<file path="config.mk">
export PLATFORM = sky130hd
export DESIGN_NAME = pcr_bank
export DESIGN_NICKNAME = d
export VERILOG_FILES = /design/src/rtl/pcr_pkg.sv /design/src/rtl/pcr_live_gate.sv /design/src/rtl/pcr_bank.sv
export SDC_FILE = /design/constraint.sdc
export NUM_CORES = 1
export LEC_CHECK = 0
export BUFFER_PORTS_ARGS = -buffer_cell sky130_fd_sc_hd__buf_2
export CAP_MARGIN = 40
export CORE_MARGIN = 5
export CORE_UTILIZATION = 44
export DETAILED_ROUTE_END_ITERATION = 10
export GPL_TIMING_DRIVEN = 1
export PLACE_DENSITY_LB_ADDON = 0.15
export REMOVE_ABC_BUFFERS = 1
export SYNTH_ARGS = -nofsm -noshare
export SYNTH_HDL_FRONTEND = slang
export SYNTH_HIERARCHICAL = 1
export SYNTH_SLANG_ARGS = --single-unit
</file>
<file path="constraint.sdc">
create_clock -name clk -period 2.57 [get_ports clk]
set_input_delay 0.1285 -clock clk [delete_from_list [all_inputs] [get_ports clk]]
set_output_delay 0.1285 -clock clk [all_outputs]
set_load 0.01 [all_outputs]
</file>
<file path="src/rtl/pcr_pkg.sv">
package pcr_pkg;
	// control port widths
	localparam int unsigned PCR_AW = 8;
	localparam int unsigned PCR_DW = 8;
	// live-update data widths
	localparam int unsigned PCR_VOL_W  = 8;
	localparam int unsigned PCR_COEF_W = 16;
	// pages
	localparam logic [7:0] PCR_PAGE_PROC = 8'h00;
	localparam logic [7:0] PCR_PAGE_AUX  = 8'h01;
	// offsets
	localparam logic [7:0] PCR_OFF_PAGE    = 8'h00;
	localparam logic [7:0] PCR_OFF_PROC    = 8'h03;
	localparam logic [7:0] PCR_OFF_DIAG_HI = 8'h70;
	localparam logic [7:0] PCR_OFF_DIAG_LO = 8'h71;
	localparam logic [7:0] PCR_OFF_BOOST   = 8'h72;
	localparam logic [7:0] PCR_OFF_MICBIAS = 8'h73;
	// reset values
	localparam logic [7:0] PCR_RST_PAGE    = 8'h00;
	localparam logic [7:0] PCR_RST_PROC    = 8'h00;
	localparam logic [7:0] PCR_RST_DIAG_HI = 8'h00;
	localparam logic [7:0] PCR_RST_DIAG_LO = 8'h0D;
	localparam logic [7:0] PCR_RST_BOOST   = 8'h00;
	localparam logic [7:0] PCR_RST_MICBIAS = 8'hA0;
	// processing config fields
	localparam int unsigned PCR_BIT_VOL_BLOCK = 1;
	localparam int unsigned PCR_BIT_FLT_EN    = 0;
	localparam logic [7:0]  PCR_PROC_MASK     = 8'h03;

	typedef struct packed {
		logic              wr;
		logic              rd;
		logic [PCR_AW-1:0] addr;
		logic [PCR_DW-1:0] wdata;
	} pcr_req_t;

	typedef struct packed {
		logic              valid;
		logic [PCR_DW-1:0] data;
	} pcr_rsp_t;
endpackage

</file>
<file path="src/rtl/pcr_live_gate.sv">
`timescale 1ns/1ns
module pcr_live_gate #(
	parameter int unsigned W = 8
) (
	// clock, reset, enable
	input  wire logic         clk,
	input  wire logic         rst_n,
	input  wire logic         ce,
	// update request
	input  wire logic         req,
	input  wire logic [W-1:0] data,
	input  wire logic         allow,
	// result
	output logic      [W-1:0] value_q,
	output logic              applied_q,
	output logic              refused_q
);
	logic [W-1:0] value_d;
	logic         applied_d;
	logic         refused_d;

	// take the update only while allowed
	always_comb begin
		value_d   = value_q;
		applied_d = 1'b0;
		refused_d = 1'b0;
		if (req && allow) begin
			value_d   = data;
			applied_d = 1'b1;
		end else if (req) begin
			refused_d = 1'b1;
		end
	end

	always_ff @(posedge clk or negedge rst_n) begin
		if (!rst_n) begin
			value_q   <= '0;
			applied_q <= 1'b0;
			refused_q <= 1'b0;
		end else if (ce) begin
			value_q   <= value_d;
			applied_q <= applied_d;
			refused_q <= refused_d;
		end
	end
endmodule // pcr_live_gate

</file>
<file path="src/rtl/pcr_bank.sv">
`timescale 1ns/1ns
module pcr_bank
	import pcr_pkg::*;
(
	// clock, reset, enable
	input  wire logic                   clk,
	input  wire logic                   resetn,
	input  wire logic                   ce,
	// serial control side
	input  wire pcr_pkg::pcr_req_t      ctl_req,
	output pcr_pkg::pcr_rsp_t           ctl_rsp,
	// device state
	input  wire logic                   adc_powered,
	input  wire logic                   dsp_running,
	// digital volume updates
	input  wire logic                   vol_req,
	input  wire logic [PCR_VOL_W-1:0]   vol_data,
	output logic      [PCR_VOL_W-1:0]   digital_volume,
	output logic                        vol_applied,
	output logic                        vol_refused,
	// biquad coefficient updates
	input  wire logic                   coef_req,
	input  wire logic [PCR_COEF_W-1:0]  coef_data,
	output logic      [PCR_COEF_W-1:0]  coef_value,
	output logic                        coef_applied,
	output logic                        coef_refused,
	// diagnostic monitor capture
	input  wire logic                   diag_capture,
	input  wire logic [7:0]             diag_hi_in,
	input  wire logic [7:0]             diag_lo_in,
	// configuration outputs
	output logic      [7:0]             active_page,
	output logic                        volume_live_update_block,
	output logic                        filter_live_update_enable,
	output logic      [7:0]             step_up_converter_cfg,
	output logic      [7:0]             mic_bias_cfg
);
	import pcr_pkg::*;

	logic [1:0] rst_sync_q;
	logic       rst_n;
	logic [7:0] page_q;
	logic [7:0] page_d;
	logic [7:0] proc_q;
	logic [7:0] proc_d;
	logic [7:0] diag_hi_q;
	logic [7:0] diag_hi_d;
	logic [7:0] diag_lo_q;
	logic [7:0] diag_lo_d;
	logic [7:0] boost_q;
	logic [7:0] boost_d;
	logic [7:0] micb_q;
	logic [7:0] micb_d;
	pcr_rsp_t   rsp_q;
	pcr_rsp_t   rsp_d;
	logic       vol_allow;
	logic       coef_allow;

	// reset release through two flops
	always_ff @(posedge clk or negedge resetn) begin
		if (!resetn) begin
			rst_sync_q <= 2'h0;
		end else begin
			rst_sync_q <= {rst_sync_q[0], 1'b1};
		end
	end
	assign rst_n = rst_sync_q[1];

	// paged register hit
	function automatic logic hit(input logic [7:0] pg, input logic [7:0] ad,
		input logic [7:0] tpg, input logic [7:0] tad);
		hit = (pg == tpg) && (ad == tad);
	endfunction

	// read mux, zero when unmapped
	function automatic logic [7:0] rd_mux(input logic [7:0] pg,
		input logic [7:0] ad);
		rd_mux = 8'h00;
		if (ad == PCR_OFF_PAGE) begin
			rd_mux = page_q;
		end else if (hit(pg, ad, PCR_PAGE_PROC, PCR_OFF_PROC)) begin
			rd_mux = proc_q & PCR_PROC_MASK;
		end else if (hit(pg, ad, PCR_PAGE_AUX, PCR_OFF_DIAG_HI)) begin
			rd_mux = diag_hi_q;
		end else if (hit(pg, ad, PCR_PAGE_AUX, PCR_OFF_DIAG_LO)) begin
			rd_mux = diag_lo_q;
		end else if (hit(pg, ad, PCR_PAGE_AUX, PCR_OFF_BOOST)) begin
			rd_mux = boost_q;
		end else if (hit(pg, ad, PCR_PAGE_AUX, PCR_OFF_MICBIAS)) begin
			rd_mux = micb_q;
		end
	endfunction

	// register writes and read answer
	always_comb begin
		page_d    = page_q;
		proc_d    = proc_q;
		boost_d   = boost_q;
		micb_d    = micb_q;
		diag_hi_d = diag_hi_q;
		diag_lo_d = diag_lo_q;
		rsp_d     = '0;
		if (diag_capture) begin
			diag_hi_d = diag_hi_in;
			diag_lo_d = diag_lo_in;
		end
		if (ctl_req.wr) begin
			if (ctl_req.addr == PCR_OFF_PAGE) begin
				page_d = ctl_req.wdata;
			end else if (hit(page_q, ctl_req.addr, PCR_PAGE_PROC,
				PCR_OFF_PROC)) begin
				proc_d = ctl_req.wdata & PCR_PROC_MASK;
			end else if (hit(page_q, ctl_req.addr, PCR_PAGE_AUX,
				PCR_OFF_BOOST)) begin
				boost_d = ctl_req.wdata;
			end else if (hit(page_q, ctl_req.addr, PCR_PAGE_AUX,
				PCR_OFF_MICBIAS)) begin
				micb_d = ctl_req.wdata;
			end
		end
		if (ctl_req.rd) begin
			rsp_d.valid = 1'b1;
			rsp_d.data  = rd_mux(page_q, ctl_req.addr);
		end
	end

	always_ff @(posedge clk or negedge rst_n) begin
		if (!rst_n) begin
			page_q    <= PCR_RST_PAGE;
			proc_q    <= PCR_RST_PROC;
			diag_hi_q <= PCR_RST_DIAG_HI;
			diag_lo_q <= PCR_RST_DIAG_LO;
			boost_q   <= PCR_RST_BOOST;
			micb_q    <= PCR_RST_MICBIAS;
			rsp_q     <= '0;
		end else if (ce) begin
			page_q    <= page_d;
			proc_q    <= proc_d;
			diag_hi_q <= diag_hi_d;
			diag_lo_q <= diag_lo_d;
			boost_q   <= boost_d;
			micb_q    <= micb_d;
			rsp_q     <= rsp_d;
		end
	end

	// live-update permissions
	assign vol_allow  = !proc_q[PCR_BIT_VOL_BLOCK] || !adc_powered;
	assign coef_allow = proc_q[PCR_BIT_FLT_EN] || !dsp_running;

	pcr_live_gate #(
		.W (PCR_VOL_W)
	) u_vol_gate (
		.clk       (clk),
		.rst_n     (rst_n),
		.ce        (ce),
		.req       (vol_req),
		.data      (vol_data),
		.allow     (vol_allow),
		.value_q   (digital_volume),
		.applied_q (vol_applied),
		.refused_q (vol_refused)
	);

	pcr_live_gate #(
		.W (PCR_COEF_W)
	) u_coef_gate (
		.clk       (clk),
		.rst_n     (rst_n),
		.ce        (ce),
		.req       (coef_req),
		.data      (coef_data),
		.allow     (coef_allow),
		.value_q   (coef_value),
		.applied_q (coef_applied),
		.refused_q (coef_refused)
	);

	assign ctl_rsp                   = rsp_q;
	assign active_page               = page_q;
	assign volume_live_update_block  = proc_q[PCR_BIT_VOL_BLOCK];
	assign filter_live_update_enable = proc_q[PCR_BIT_FLT_EN];
	assign step_up_converter_cfg     = boost_q;
	assign mic_bias_cfg              = micb_q;
endmodule // pcr_bank

</file>
==> flow_summary_export.csv <==
group,metric,value,unit
clock_network,cts.clk_slew.worst_paths,0.08,ns
timing,rsz0062_at_grt,"false",
timing,whs,0.0194,ns
clock_network,cts_max_level,3,
timing,tns,0,ns
clock_network,clk_latency,0.33,ns
cells_and_area,multiInputGateArea,1370,µm²
timing,fmax,0.530,GHz
cells_and_area,nFillCells,668,
detailed_routing,vias,2387,
worst_setup_path,path_max_fanout,8,
global_routing,grtUsageMet3,0.0372,
timing,worst_slew_pin_slew,0.782,ns
clock_network,cts_resized,0,
run_status,outcome,"complete, no violations",
run,maxCapViolCount,0,
clock_network,cts_tree,"built",
power,p_leak,2.25,nW
worst_setup_path,crit_buf_inv,0,
min_path,hold_class,"input port to flop",
detailed_routing,routed_via_density,5.08,
clock_network,root_buffer,"clkbuf_8",
cells_and_area,syn2layout_area_growth,26.8,%
die,core,7730,µm²
global_routing,busiest_layer,"met2",
die,die_y,99.2,µm
detailed_routing,drt_iter0_drc,78,
worst_setup_path,crit_chain,"nor4_2 -> and4_1 -> and3b_1 -> mux2_2",
logic_synthesis,synth_warnings,6,
cells_and_area,drive_gt1_frac,0.622,
timing,hold_violations,0,
worst_setup_path,cp-start-kind,"flop",
die,pin_count,129,
worst_setup_path,arrival,2.11,ns
timing,skew,0.00914,ns
detailed_routing,ant_nets,0,
place,hpwl,5.98,mm
timing,slew_viol_final,0,
detailed_routing,route.detailed.drc,0,
die,row_count,32,
clock_network,holdBufCountCts,1,
global_routing,grt_max_degree,52,
detailed_routing,drt_pre_antenna_iters,4,
global_routing,grt_usage,0.170,
die,die_width,99.2,µm
global_routing,use_met1,0.229,
place,port_buffers,128,
timing,finalCriticalPeriod,1.89,ns
clock_network,postCtsSetupBuffers,0,
global_routing,grt_use_met2,0.274,
timing,slew_headroom,0.477,
power,peakVddDrop,0.309,mV
logic_synthesis,ys_seq_elements,81,
global_routing,grt_pass1_vias,2584,
timing,period_share,0.734,
cells_and_area,finish.utilization,0.574,
worst_setup_path,cp_slowest_cell,"and3b_1",
cells_and_area,antenna_cells,0,
logic_synthesis,synth_area,3500,µm²
worst_setup_path,crit_required,2.79,ns
worst_setup_path,worst_path_largest_cell_delay,0.42,ns
global_routing,grt_pass1_wl,13.2,mm
clock_network,cts_buffer_depth,2,
logic_synthesis,synth.avg_cell_area,15.3,µm²
clock_network,cts_made_buffers,9,
logic_synthesis,seq_area_frac_synth,0.581,
logic_synthesis,syn_inst,228,
timing,setup_viol,0,
worst_setup_path,critical-path-top-delay-family,"simple AND/OR/NAND/NOR gates",
die,start_util,0.453,
power,powerDensity,610,nW/µm²
detailed_routing,routed_wl,8.02,mm
logic_synthesis,ys_types,33,
detailed_routing,routedWlPerCell,17.1,µm
worst_setup_path,critPathKind,"flop to flop",
place,gp_congestion,0.784,
global_routing,grt-ovfl-total,0,
global_routing,antenna_found_initial,0,
die,die_area,9830,µm²
cells_and_area,ff_latch_area,2040,µm²
cells_and_area,fin_nets,429,
worst_setup_path,crit_path_end_kind,"flop",
clock_network,cts.sinks,81,
-- layer usage --
metal  wire length (µm)  vias up
met1               3550     1197
met4                 65        0
met5                  0        -
met2               3960       71
li1                   -     1113
met3                453        6
-- worst paths after layout --
check	cells past startpoint	slack, ns	endpoint	from
max	4	0.68	step_up_converter_cfg[7]	active_page[5]
min	2	0.02	diag_hi_q[5]	diag_hi_in[5]
max reg2reg	4	0.68	step_up_converter_cfg[7]	active_page[5]
min reg2reg	0	0.35	rst_sync_q[1]	rst_sync_q[0]
max in group asynchronous	1	1.54	diag_lo_q[0]	rst_sync_q[1]
min in group asynchronous	2	0.10	rst_sync_q[1]	resetn
-- through the flow --
step | cells | cell area [µm²] | setup slack (ns) | total power (W)
after floorplan | 219 | 3430 | 0.156 | 0.00171
final | 470 | 4430 | 0.683 | 0.00270
after CTS | 469 | 4420 | 0.679 | 0.00275
after detailed placement | 452 | 4240 | 0.688 | 0.00191
after global routing | 470 | 4430 | 0.600 | 0.00285
after global placement | 452 | 4240 | 0.732 | 0.00190
-- flip-flops by register name (all words and copies together), names as in the netlist --
register / count
mic_bias_cfg: 8
u_vol_gate/value_q: 8
step_up_converter_cfg: 8
diag_lo_q: 8
u_coef_gate/refused_q: 1
u_coef_gate/applied_q: 1
active_page: 8
u_vol_gate/refused_q: 1
proc_q: 2
rst_sync_q: 2
u_coef_gate/value_q: 16
u_vol_gate/applied_q: 1
ctl_rsp: 9
diag_hi_q: 8
-- cell families after synthesis --
family | count (synthesis) | synth area share
AO/OA/AOI/OAI | 23 | 0.0462
buffers and inverters | 16 | 0.0261
flip-flops | 81 | 0.581
multiplexers | 74 | 0.274
other | 1 | 0.00107
AND/OR/NAND/NOR | 33 | 0.0716
-- where the power goes --
part           internal, W  switching (W)  total [W]
sequential         0.00140      0.0000732    0.00147
combinational     0.000233       0.000176   0.000409
clock             0.000404       0.000418   0.000822
-- layout by cell type (no fill, tap or decap), drive strengths merged --
master	instances
buf	131
nand4	1
a32o	1
and4b	1
and2	1
a22oi	13
nand2	3
o22ai	1
and3b	2
nor3	3
and4	2
mux2	66
nand2b	7
o21ai	5
clkbuf	14
nand3b	2
a2bb2oi	1
mux4	8
clkinvlp	1
clkinv	1
dlygate4sd3	2
nor2	2
nand3	4
a32oi	1
a21oi	1
nor2b	2
dfrtp	76
conb	1
dfstp	5
inv	7
and3	2
nor4	1
-- worst register-to-register path, cell delays in order (launching register included) --
cell	delay, ns
dfrtp_1	0.41
nor4_2	0.32
and4_1	0.24
and3b_1	0.42
mux2_2	0.39
-- final cells by class --
class	instances	share of cell area
inverters	7	0.00593
clock buffers	14	0.0367
flip-flops and latches	81	0.459
multi-input cells	131	0.310
repair buffers	133	0.157
clock inverters	2	0.00282
well taps	102	0.0288
-- synthesized netlist by cell type --
cell / number / area, µm²
mux4_2: 8 / 180
and3b_1: 2 / 17.5
nand2b_1: 7 / 43.8
dfstp_2: 5 / 131
and2_1: 1 / 6.26
mux2_2: 57 / 642
o21ai_0: 5 / 25.0
nand3_4: 3 / 52.6
nand4_1: 1 / 6.26
nand3b_1: 2 / 15.0
buf_2: 1 / 5.00
nor4_2: 1 / 12.5
a32oi_1: 1 / 8.76
inv_1: 7 / 26.3
nand3_2: 1 / 10.0
and4b_1: 1 / 10.0
a32o_1: 1 / 10.0
mux2_4: 9 / 135
conb_1: 1 / 3.75
o22ai_1: 1 / 6.26
a2bb2oi_1: 1 / 8.76
nor3_1: 3 / 15.0
and3_1: 2 / 12.5
nor2_1: 2 / 7.51
and4_1: 2 / 17.5
nand2_1: 3 / 11.3
buf_4: 2 / 15.0
nor2b_1: 2 / 12.5
dfrtp_1: 76 / 1900
buf_6: 3 / 33.8
clkbuf_1: 3 / 11.3
a21oi_1: 1 / 5.00
a22oi_1: 13 / 97.6
(Power assumes the default switching activity.)
